<file path="src/tmr_defines.vh">
`ifndef TMR_DEFINES_VH
`define TMR_DEFINES_VH
`define TMR_A_CTRL 12'h000
`define TMR_A_COUNT 12'h004
`define TMR_A_CMPA 12'h008
`define TMR_A_CMPB 12'h00C
`define TMR_A_FLAGS 12'h010
`define TMR_A_DIR 12'h014
`define TMR_A_EVENT 12'h018
`define TMR_MODE_NORMAL 3'h0
`define TMR_MODE_CTC 3'h2
`define TMR_MODE_FPWM_FF 3'h3
`define TMR_MODE_FPWM_A 3'h7
`define TMR_MODE_BIT_TWO 2
`define TMR_ACT_OFF 2'h0
`define TMR_ACT_TOGGLE 2'h1
`define TMR_ACT_CLEAR 2'h2
`define TMR_ACT_SET 2'h3
`define TMR_MAX 8'hFF
`define TMR_ZERO 8'h00
`define TMR_F_OVF 0
`define TMR_F_CMPA 1
`define TMR_F_CMPB 2
`define TMR_C_MODE_LO 0
`define TMR_C_MODE_HI 2
`define TMR_C_CLK_LO 4
`define TMR_C_CLK_HI 6
`define TMR_C_ACTB_LO 8
`define TMR_C_ACTB_HI 9
`define TMR_C_ACTA_LO 10
`define TMR_C_ACTA_HI 11
`define TMR_CTRL_W 12
`endif

</file>
<file path="src/tmr_core.v">
`timescale 1ns/1ps
`default_nettype none
`include "tmr_defines.vh"
// What this block does
// - Only waveform_mode_sel picks counting; out_action_sel picks output actions only.
// - Mode 0 counts up forever, wrapping 0xFF to 0x00.
// - Normal mode sets overflow_flag on the tick count becomes zero; only an ack or a one write clears it.
// - Taking the overflow interrupt clears overflow_flag automatically.
// - Normal mode accepts count_value writes at any time.
// - Mode 2 clears the count when it equals compare_a_value.
// - Clear-on-compare mode sets compare_a_flag at each top, usable as interrupt.
// - Clear-on-compare compare_a_value is direct; written low, count wraps past 0xFF.
// - Clear-on-compare with action 1 toggles wave_out_a per match.
// - Compare output reaches its pin only while its direction is output.
// - Clear-on-compare sets overflow_flag as count passes max to 0x00.
// - Modes 3 and 7 count zero to top; top 0xFF or compare_a_value.
// - Fast PWM clears the count on the tick after it equals top.
// - Fast PWM action 2 clears on match, sets at restart; 3 inverts.
// - Fast PWM sets overflow_flag each time count restarts from top to zero.
// - Fast PWM action 1 never toggles wave_out_a: mode 3 lacks mode_bit_two, mode 7 ignores the A match at top; never B.
// - Fast PWM compare zero gives a spike; compare max holds output constant.
// - Fast PWM compare writes go to a buffer, not the active value.
// - A compare match sets its flag on the following tick.
// - Clock source 0 stops counting; count_value stays software accessible.
// - Writing one to a flag bit clears that flag.
// - PWM compare values update at top; other modes write directly.
module tmr_core (
  input wire pclk,
  input wire presetn,
  input wire clk_en,
  input wire timer_tick,
  input wire ovf_int_ack,
  input wire cmpa_int_ack,
  input wire cmpb_int_ack,
  input wire psel,
  input wire penable,
  input wire pwrite,
  input wire [11:0] paddr,
  input wire [31:0] pwdata,
  output reg [31:0] prdata,
  output reg pready,
  output reg pslverr,
  output reg wave_pin_a,
  output reg wave_pin_b,
  output reg wave_oe_a,
  output reg wave_oe_b,
  output reg overflow_flag_out,
  output reg compare_a_flag_out,
  output reg compare_b_flag_out
);
  reg [`TMR_CTRL_W-1:0] ctrl_reg;
  reg [7:0] count_reg;
  reg [7:0] cmpa_buf_reg;
  reg [7:0] cmpb_buf_reg;
  reg [7:0] cmpa_act_reg;
  reg [7:0] cmpb_act_reg;
  reg [2:0] flag_reg;
  reg [1:0] dir_reg;
  reg [1:0] match_reg;
  reg block_reg;
  reg wave_a_reg;
  reg wave_b_reg;
  reg [7:0] count_next;
  reg [2:0] flag_next;
  reg wave_a_next;
  reg wave_b_next;
  wire [1:0] match_now;
  reg [7:0] top_val;
  reg [31:0] rdata_next;
  reg is_ctc;
  reg is_pwm;
  reg at_top;
  wire [2:0] mode;
  wire [1:0] act_a;
  wire [1:0] act_b;
  wire run;
  wire acc;
  wire wr;
  wire [2:0] flag_clr;
  wire tick;
  wire [1:0] set_fire;
  wire wr_ctrl;
  wire wr_count;
  wire wr_cmpa;
  wire wr_cmpb;
  wire wr_flags;
  wire wr_dir;

  // Decoding used for the write strobes and the read mux
  function hit;
    input [11:0] a;
    input [11:0] o;
    begin
      hit = (a == o);
    end
  endfunction

  // Wave action on a compare event; off keeps the state
  function apply_act;
    input [1:0] act;
    input cur;
    begin
      case (act)
        `TMR_ACT_TOGGLE: apply_act = ~cur;
        `TMR_ACT_CLEAR: apply_act = 1'b0;
        `TMR_ACT_SET: apply_act = 1'b1;
        default: apply_act = cur;
      endcase
    end
  endfunction

  // Pin override only for actions that drive the pin in this mode
  function pin_link;
    input [1:0] act;
    input pwm;
    input bit_two;
    begin
      if (act == `TMR_ACT_OFF) begin
        pin_link = 1'b0;
      end else if (pwm && (act == `TMR_ACT_TOGGLE)) begin
        pin_link = bit_two;
      end else begin
        pin_link = 1'b1;
      end
    end
  endfunction

  assign mode = ctrl_reg[`TMR_C_MODE_HI:`TMR_C_MODE_LO];
  assign act_a = ctrl_reg[`TMR_C_ACTA_HI:`TMR_C_ACTA_LO];
  assign act_b = ctrl_reg[`TMR_C_ACTB_HI:`TMR_C_ACTB_LO];
  assign run = (ctrl_reg[`TMR_C_CLK_HI:`TMR_C_CLK_LO] != 3'h0);
  assign tick = run & timer_tick;
  assign acc = psel & penable & ~pready;
  // Writes land on the completing edge, where pready is sampled high
  assign wr = psel & penable & pready & pwrite;
  assign wr_ctrl = wr & hit(paddr, `TMR_A_CTRL);
  assign wr_count = wr & hit(paddr, `TMR_A_COUNT);
  assign wr_cmpa = wr & hit(paddr, `TMR_A_CMPA);
  assign wr_cmpb = wr & hit(paddr, `TMR_A_CMPB);
  assign wr_flags = wr & hit(paddr, `TMR_A_FLAGS);
  assign wr_dir = wr & hit(paddr, `TMR_A_DIR);
  assign flag_clr = wr_flags ? pwdata[2:0] : 3'h0;

  always @* begin
    is_ctc = (mode == `TMR_MODE_CTC);
    is_pwm = (mode == `TMR_MODE_FPWM_FF) || (mode == `TMR_MODE_FPWM_A);
    // Reserved codes fall through to normal counting
    top_val = (mode == `TMR_MODE_FPWM_A) ? cmpa_act_reg : `TMR_MAX;
    at_top = (count_reg == top_val);
  end

  genvar gi;
  // One equality comparator per compare channel
  generate
    for (gi = 0; gi < 2; gi = gi + 1) begin : g_cmp
      wire [7:0] cmp_val;
      assign cmp_val = (gi == 0) ? cmpa_act_reg : cmpb_act_reg;
      assign match_now[gi] = (count_reg == cmp_val);
    end
  endgenerate

  // Compare A clears the count in ctc and in top-at-A pwm
  assign set_fire[0] = match_reg[0];
  assign set_fire[1] = match_reg[1];

  always @* begin
    count_next = count_reg;
    if (tick) begin
      if (is_ctc && match_now[0]) begin
        count_next = `TMR_ZERO;
      end else if (is_pwm && at_top) begin
        count_next = `TMR_ZERO;
      end else begin
        count_next = count_reg + 8'h01;
      end
    end
    if (wr_count) begin
      count_next = pwdata[7:0];
    end
  end

  always @* begin
    flag_next = flag_reg;
    if (ovf_int_ack) begin
      flag_next[`TMR_F_OVF] = 1'b0;
    end
    if (cmpa_int_ack) begin
      flag_next[`TMR_F_CMPA] = 1'b0;
    end
    if (cmpb_int_ack) begin
      flag_next[`TMR_F_CMPB] = 1'b0;
    end
    flag_next = flag_next & ~flag_clr;
    if (tick) begin
      // Set beats clear in the same cycle
      if (is_pwm ? at_top : (count_reg == `TMR_MAX)) begin
        flag_next[`TMR_F_OVF] = 1'b1;
      end
      if (set_fire[0]) begin
        flag_next[`TMR_F_CMPA] = 1'b1;
      end
      if (set_fire[1]) begin
        flag_next[`TMR_F_CMPB] = 1'b1;
      end
    end
  end

  always @* begin
    wave_a_next = wave_a_reg;
    wave_b_next = wave_b_reg;
    if (tick) begin
      if (is_pwm) begin
        // Match ignored when compare equals top, so max gives a flat level
        if (match_now[0] && !block_reg && !at_top) begin
          if (act_a == `TMR_ACT_TOGGLE) begin
            wave_a_next = mode[2] ? ~wave_a_reg : wave_a_reg;
          end else begin
            wave_a_next = apply_act(act_a, wave_a_reg);
          end
        end
        if (match_now[1] && !block_reg && !at_top && act_b[1]) begin
          wave_b_next = apply_act(act_b, wave_b_reg);
        end
        if (at_top) begin
          // Restart level; compare zero then spikes for one tick
          if (act_a[1]) begin
            wave_a_next = ~act_a[0];
          end
          if (act_b[1]) begin
            wave_b_next = ~act_b[0];
          end
        end
      end else begin
        if (match_now[0] && !block_reg) begin
          wave_a_next = apply_act(act_a, wave_a_reg);
        end
        if (match_now[1] && !block_reg) begin
          wave_b_next = apply_act(act_b, wave_b_reg);
        end
      end
    end
  end

  always @* begin
    rdata_next = 32'h0000_0000;
    case (1'b1)
      hit(paddr, `TMR_A_CTRL): rdata_next[`TMR_CTRL_W-1:0] = ctrl_reg;
      hit(paddr, `TMR_A_COUNT): rdata_next[7:0] = count_reg;
      hit(paddr, `TMR_A_CMPA): rdata_next[7:0] = cmpa_buf_reg;
      hit(paddr, `TMR_A_CMPB): rdata_next[7:0] = cmpb_buf_reg;
      hit(paddr, `TMR_A_FLAGS): rdata_next[2:0] = flag_reg;
      hit(paddr, `TMR_A_DIR): rdata_next[1:0] = dir_reg;
      hit(paddr, `TMR_A_EVENT): rdata_next[1:0] = {wave_b_reg, wave_a_reg};
      default: rdata_next = 32'h0000_0000;
    endcase
  end

  // Read data is taken at the access edge and stands while pready is high
  always @(posedge pclk or negedge presetn) begin
    if (!presetn) begin
      prdata <= 32'h0000_0000;
      pready <= 1'b0;
      pslverr <= 1'b0;
    end else if (clk_en) begin
      pready <= acc;
      pslverr <= 1'b0;
      if (acc && !pwrite) begin
        prdata <= rdata_next;
      end
    end
  end

  always @(posedge pclk or negedge presetn) begin
    if (!presetn) begin
      ctrl_reg <= {`TMR_CTRL_W{1'b0}};
      count_reg <= `TMR_ZERO;
      cmpa_buf_reg <= `TMR_ZERO;
      cmpb_buf_reg <= `TMR_ZERO;
      cmpa_act_reg <= `TMR_ZERO;
      cmpb_act_reg <= `TMR_ZERO;
      flag_reg <= 3'h0;
      dir_reg <= 2'h0;
      match_reg <= 2'h0;
      block_reg <= 1'b0;
      wave_a_reg <= 1'b0;
      wave_b_reg <= 1'b0;
    end else if (clk_en) begin
      if (wr_ctrl) begin
        ctrl_reg <= pwdata[`TMR_CTRL_W-1:0];
      end
      if (wr_dir) begin
        dir_reg <= pwdata[1:0];
      end
      if (wr_cmpa) begin
        cmpa_buf_reg <= pwdata[7:0];
      end
      if (wr_cmpb) begin
        cmpb_buf_reg <= pwdata[7:0];
      end
      // Direct in non-pwm modes; pwm loads at top to keep pulses whole
      if (!is_pwm) begin
        cmpa_act_reg <= wr_cmpa ? pwdata[7:0] : cmpa_buf_reg;
        cmpb_act_reg <= wr_cmpb ? pwdata[7:0] : cmpb_buf_reg;
      end else if (tick && at_top) begin
        cmpa_act_reg <= cmpa_buf_reg;
        cmpb_act_reg <= cmpb_buf_reg;
      end
      count_reg <= count_next;
      flag_reg <= flag_next;
      wave_a_reg <= wave_a_next;
      wave_b_reg <= wave_b_next;
      if (tick) begin
        match_reg <= match_now & {2{~block_reg}};
        block_reg <= 1'b0;
      end
      if (wr_count) begin
        // A count write masks matches on the next tick
        block_reg <= 1'b1;
      end
    end
  end

  // Pins and flags leave through flops loaded from the next state, in step with the state
  always @(posedge pclk or negedge presetn) begin
    if (!presetn) begin
      wave_pin_a <= 1'b0;
      wave_pin_b <= 1'b0;
      wave_oe_a <= 1'b0;
      wave_oe_b <= 1'b0;
      overflow_flag_out <= 1'b0;
      compare_a_flag_out <= 1'b0;
      compare_b_flag_out <= 1'b0;
    end else if (clk_en) begin
      wave_pin_a <= wave_a_next & dir_reg[0] & pin_link(act_a, is_pwm, mode[`TMR_MODE_BIT_TWO]);
      wave_pin_b <= wave_b_next & dir_reg[1] & pin_link(act_b, is_pwm, 1'b0);
      wave_oe_a <= dir_reg[0];
      wave_oe_b <= dir_reg[1];
      overflow_flag_out <= flag_next[`TMR_F_OVF];
      compare_a_flag_out <= flag_next[`TMR_F_CMPA];
      compare_b_flag_out <= flag_next[`TMR_F_CMPB];
    end
  end
endmodule
`default_nettype wire

</file>
<file path="config.mk">
export PLATFORM = sky130hd
export DESIGN_NAME = tmr_core
export DESIGN_NICKNAME = d
export VERILOG_FILES = /design/src/tmr_core.v
export VERILOG_INCLUDE_DIRS = /design/src
export SDC_FILE = /design/constraint.sdc
export NUM_CORES = 1
export LEC_CHECK = 0
export ABC_AREA = 1
export BUFFER_PORTS_ARGS = -buffer_cell sky130_fd_sc_hd__buf_2
export CAP_MARGIN = 20
export CORE_MARGIN = 3
export CORE_UTILIZATION = 51
export CTS_CLUSTER_SIZE = 28
export DETAILED_ROUTE_END_ITERATION = 10
export HOLD_SLACK_MARGIN = 0.12
export PLACE_DENSITY = 0.78
export SLEW_MARGIN = 10
export SYNTH_ARGS = -nofsm -noshare
export SYNTH_HDL_FRONTEND = slang
export SYNTH_SLANG_ARGS = --single-unit
</file>
<file path="constraint.sdc">
create_clock -name pclk -period 1.7 [get_ports pclk]
set_input_delay 0.34 -clock pclk [delete_from_list [all_inputs] [get_ports pclk]]
set_output_delay 0.34 -clock pclk [all_outputs]
set_load 0.05 [all_outputs]
</file>
* Yosys cells after proc, flatten, opt, wreduce, memory -nomap -nowiden *
Index checks and enable logic that the tools add are counted.

cells by class
  bitwise gates (word level) = 24
  shift-type cells = 0
  add/sub/neg operators = 1
  mux-type cells = 62
  divide/modulo/power cells = 0
  multipliers = 0
  eq/ne operators = 20
  reduce and logical (&&, ||, !) cells = 26
  magnitude comparators = 0

operators by type and width
  operator                                                           number
  8-bit two-way mux                                                  11
  12-bit by 5-bit == test with 1-bit output (second input constant)  3
  1-bit two-way mux                                                  34
  12-bit by 4-bit == test with 1-bit output (second input constant)  2
  8-bit == test                                                      3
  5-bit two-way mux                                                  4
  1-bit bitwise AND                                                  15
  2-bit two-way mux                                                  7
  12-bit by 3-bit == test with 1-bit output (second input constant)  1
  12-bit zero test                                                   1
  2-bit AND reduction                                                6
  1-bit logical AND                                                  11
  8-bit by 1-bit adder with 8-bit output (second input constant)     1
  2-bit == test (second input constant)                              4
  8-bit == test (second input constant)                              1
  3-bit by 2-bit == test with 1-bit output (second input constant)   2
  3-bit two-way mux                                                  2
  1-bit NOT                                                          6
  1-bit one-hot mux with 3 select lines                              2
  2-bit by 1-bit == test with 1-bit output (second input constant)   2
  2-bit zero test                                                    2
  4-bit two-way mux                                                  1
  3-bit bitwise AND                                                  1
  3-bit == test (second input constant)                              1
  other kinds (8)                                                    10

word-level totals
  RAM bits = 0
  bits of input ports = 54
  bits in latches = 0
  memory bits (read-only) = 0
  word-level logic and storage cells = 154
  output and inout bits = 41
  flip-flop bits (word level) = 82
  memories = 0

* Logic depth before layout (Yosys ltp) *
  depth in word-level cells = 13
  mapped depth = 15
  depth with buffers taken out = 14

* Worst setup path after synthesis *
No wires, ideal clock.

  path kind = register to register
  start = register pready
  end = register count_reg[5]
  required time = 1.576 ns
  arrival time = 1.742 ns
  path slack = -0.166 ns
  setup time = 0.124 ns
  stages on the path, launching flop included = 8
  buffers on the path = 1
  clock period less this slack = 1.866 ns
  cell sequence = dfrtp_1 -> nand3_1 -> nor2_1 -> nand2_1 -> nand2_2 -> buf_6 -> o22ai_1 -> o21bai_1

on the way
  word-level cells in the longest chain between the ends = 5
  elaborated cells between the ends (all ways) = 6
  classes of those cells = 1 x mux; 3 x bitwise; 2 x reduce/logical

RTL lines
  item                                 line            text
  start: declaration                   tmr_core.v:41   output reg pready,
  start signal: assignment             tmr_core.v:262  pready <= 1'b0;
  start signal: assignment             tmr_core.v:265  pready <= acc;
  1-bit bitwise AND (*) (2 in series)  tmr_core.v:135  assign wr = psel & penable & pready & pwrite;
  1-bit bitwise AND (*)                tmr_core.v:137  assign wr_count = wr & hit(paddr, `TMR_A_COUNT);
  2-bit nonzero test (no line)         -
  2-bit AND reduction (no line)        -
  end signal: assignment               tmr_core.v:276  count_reg <= `TMR_ZERO;
  end signal: assignment               tmr_core.v:308  count_reg <= count_next;
  end: declaration                     tmr_core.v:52   reg [7:0] count_reg;

Every way passes the cells marked *; elsewhere a longest branch is shown, timed or not.
A chain may end at the register's enable or synchronous reset.

* Final worst setup path *
  start = register count_reg[2]
  end = register wave_b_reg

on the way
  word-level cells in the longest chain between the ends = 9
  elaborated cells between the ends (all ways) = 12
  classes of those cells = 2 x eq/ne; 6 x mux; 4 x reduce/logical

RTL lines
  item                                                  line                            text
  8-bit == test, on equally long branches               tmr_core.v:158, tmr_core.v:149
  1-bit logical AND or 1-bit zero test (tied branches)  tmr_core.v:221, tmr_core.v:237
  1-bit logical AND (2 in series)                       tmr_core.v:221                  if (match_now[1] && !block_reg && !at_top && act_b[1]) begin
  1-bit two-way mux                                     tmr_core.v:221
  1-bit two-way mux                                     tmr_core.v:229                  if (act_b[1]) begin
  1-bit two-way mux                                     tmr_core.v:224                  if (at_top) begin
  1-bit two-way mux (*)                                 tmr_core.v:212                  if (is_pwm) begin
  1-bit two-way mux (*)                                 tmr_core.v:211                  if (tick) begin
  end signal: assignment                                tmr_core.v:311                  wave_b_reg <= wave_b_next;
  end: declaration                                      tmr_core.v:62                   reg wave_b_reg;

Marked as above.

==> results_dict.tcl <==
set metrics [dict create \
    synth.yosys.seq_area_share 0.406 \
    seq_area_um2 1980 \
    io_pins 95 \
    stdcell_area_um2 6560 \
    cts_sinks 79 \
    rows 35 \
    path_class "register to register" \
    final-setup-viol-count 24 \
    status "finished, violations left" \
    die_y_um 104 \
    synth_top_area_share 0.406 \
    grt_pass1_wl_mm 24.8 \
    min_to "ctrl_reg[8]" \
    ys_top_cells_by_area "dfrtp_1, nand2_1, o21ai_0" \
    multi_input_area_um2 2580 \
    pwr-share-comb 0.181 \
    internal_power_mw 3.11 \
    swShare 0.304 \
    power.density_nw_per_um2 682 \
    drive_gt1_frac 0.314 \
    nNetsFinal 878 \
    ant_nets 0 \
    overflow 0 \
    ir_drop_mv 0.612 \
    maxCapViolCount 0 \
    synth-edff-count 0 \
    wl_per_cell_um 16.8 \
    tritoncts "built" \
    syn-instance-count 669 \
    dp_cells 924 \
    instances_no_fill 956 \
    end_kind "register" \
    fin_crit_sh 1.08 \
    dp_hpwl_mm 11.2 \
    dieArea_um2 10800 \
    drt-total-wl_mm 16.0 \
    async_flop_share 1.00 \
    finalClockSkew_ns 0.0170 \
    rsz0062_at_grt "true" \
    core_area_um2 9240 \
    synth_largest_area_cell "dfrtp_1" \
    seqPwrFrac 0.472 \
    num_antenna_cells 0 \
    area_growth_pct 34.8 \
    clk_pin_slew_ns 0.09 \
    critPathLaunchType "register" \
    drtPass1Iterations 7 \
    grt_start_max_net_pins 51 \
    fillCellCount 682 \
    hold_start "pwdata[8]" \
    gp_congestion 0.975 \
    drcViolationCount 0 \
    synth.most_common_cell "nand2_1" \
    synthDistinctLibCells 42 \
    holdWs_ns 0.218 \
    die_x_um 104 \
    dpl_cell_area_um2 5900 \
    slowest_stage "dfrtp_2" \
    post-route-util 0.710 \
    synth_top_flop_cell "dfrtp_1" \
    io_buffers 53 \
    r2r_setup_slack_ns -0.13 \
    clkPwrFrac 0.347 \
    violations "negative setup slack" \
    reg2reg_from "count_reg[2]" \
    hold_viol_final 0 \
    setup_slack_ns -0.128 \
    place_ws_ns -0.213 \
    viasPerCell 5.57 \
    clockBufferDepth 2 \
    critPathMaxFanout 5 \
    track_usage 0.287 \
    crit_path_max_incr_delay_ns 0.47 \
    vias 5323 \
    cp.required_ns 1.96 \
    synth_area_um2 4870 \
    cts-root-buf "clkbuf_8" \
    cts_made_buffers 9 \
    htreeDepth 3 \
    r2r_end "wave_b_reg" \
    net-switching-power_mw 1.36 \
    fmax_mhz 547 \
    fin_crit_ns 1.83 \
    start_util 0.527 \
    worst_pin_slew_ns 0.655 \
    antenna_found_initial 0 \
    cp.arrival_ns 2.09 \
    reg2regPathDepth 12 \
    crit_chain "buf_6 -> xor2_2 -> nor2_2 -> nand2_1 -> inv_1 -> nand2_2 -> nor2_2 -> nor2_1 -> nor2_1 -> nand3_1 -> nand2_1 -> inv_1" \
    hold_depth 3 \
    ys_warn_count 0 \
    drv_slew 0 \
    p_leak_nw 3.30 \
    avgSynthCellArea_um2 7.28 \
    relSlewSlack 0.559 \
    hold_path.class "primary input to register" \
    ys_seq_elements 79 \
    drt_iter0_drc 531 \
    grt_pass1_vias 4928 \
    synth_common_cells "nand2_1, inv_1, dfrtp_1, o21ai_0, nor2_1" \
    clk_latency_ns 0.37 \
]
## layout by cell type (no fill, tap or decap), drive strengths merged
master and instances:
xnor2 2, a21oi 9, ha 1, xor2 3, clkinvlp 2, o21a 1
nand3 30, o31ai 1, a22o 2, clkbuf 11, o211ai 33, o21ai 78
nand2 214, buf 166, dfrtp 79, o21bai 3, a21o 1, o22ai 5
dlygate4sd3 1, nor3 8, clkinv 2, a311oi 1, bufinv 2, and2 1
nor2 47, o2111ai 6, nand4 11, conb 21, inv 82, a31oi 4
## logic make-up (layout without fill, tap and decap cells)
kind of cell / count (synthesis) / after routing / share of synthesized area
compound gates: 144 / 144 / 0.186
xor+xnor: 5 / 5 / 0.00899
fa+ha+maj: 1 / 1 / 0.00257
buf+inv: 128 / 266 / 0.125
flops: 79 / 79 / 0.406
other cells: 1 / 21 / 0.000770
simple gates: 311 / 311 / 0.271
## repair_timing
item | CTS | global route
gates resized for setup | 28 | 64
setup endpoints to repair | 27 | 32
hold buffers | 1 | 0
cloned | 2 | 1
hold endpoints to repair | 79 | 0
pin swaps | 19 | 40
setup buffers | 8 | 11
## power groups by stage
| stage | logic, mW | registers, mW | clock network [mW] |
|---|---|---|---|
| after floorplan | 0.471 | 2.12 | 0 |
| after global placement | 0.681 | 2.12 | 0 |
| after detailed placement | 0.697 | 2.13 | 0 |
| after CTS | 0.753 | 2.10 | 1.57 |
| after global routing | 0.877 | 2.13 | 1.65 |
| final | 0.808 | 2.11 | 1.55 |
## worst max-delay path by stage
stage                          startpoint         endpoint  slack, ns  cells past startpoint
after CTS                 cmpa_act_reg[5]  cmpa_act_reg[4]      -0.11                     15
after global routing         count_reg[7]       wave_b_reg      -0.23                     14
final                        count_reg[2]       wave_b_reg      -0.13                     12
after floorplan                    pready     count_reg[5]      0.005                      7
after global placement           paddr[1]        prdata[2]      -0.18                     10
after detailed placement         paddr[1]  cmpa_act_reg[1]      -0.21                     12
## metrics by stage
stage          TNS [ns]  power, mW
2_1_floorplan         0       2.59
3_3_place_gp      -3.20       2.80
3_5_place_dp      -5.12       2.83
4_1_cts           -1.31       4.42
5_1_grt           -3.47       4.65
6_report          -1.32       4.47
## layout make-up
| cell class | count | share of cell area |
|---|---|---|
| flip-flops and latches | 79 | 0.302 |
| clock buffers | 10 | 0.0194 |
| clock inverters | 5 | 0.0128 |
| multi-input cells | 482 | 0.392 |
| repair buffers | 168 | 0.199 |
| well taps | 129 | 0.0246 |
| inverters | 83 | 0.0501 |
## layer usage
metal	global-route usage	vias up	part of all wire
met5	0	-	0
met4	0.0893	0	0.029
met3	0.0704	54	0.10
met2	0.444	312	0.46
met1	0.401	2501	0.41
li1	-	2456	-
## worst max-delay path: cells and delay by family (launching register included)
kind	cells	cell delay, ns
and+or+nand+nor	8	0.83
buffers and inverters	3	0.25
xor gates and xnor gates	1	0.17
DFF	1	0.47
Note: power is estimated with default switching activity, not from simulation.
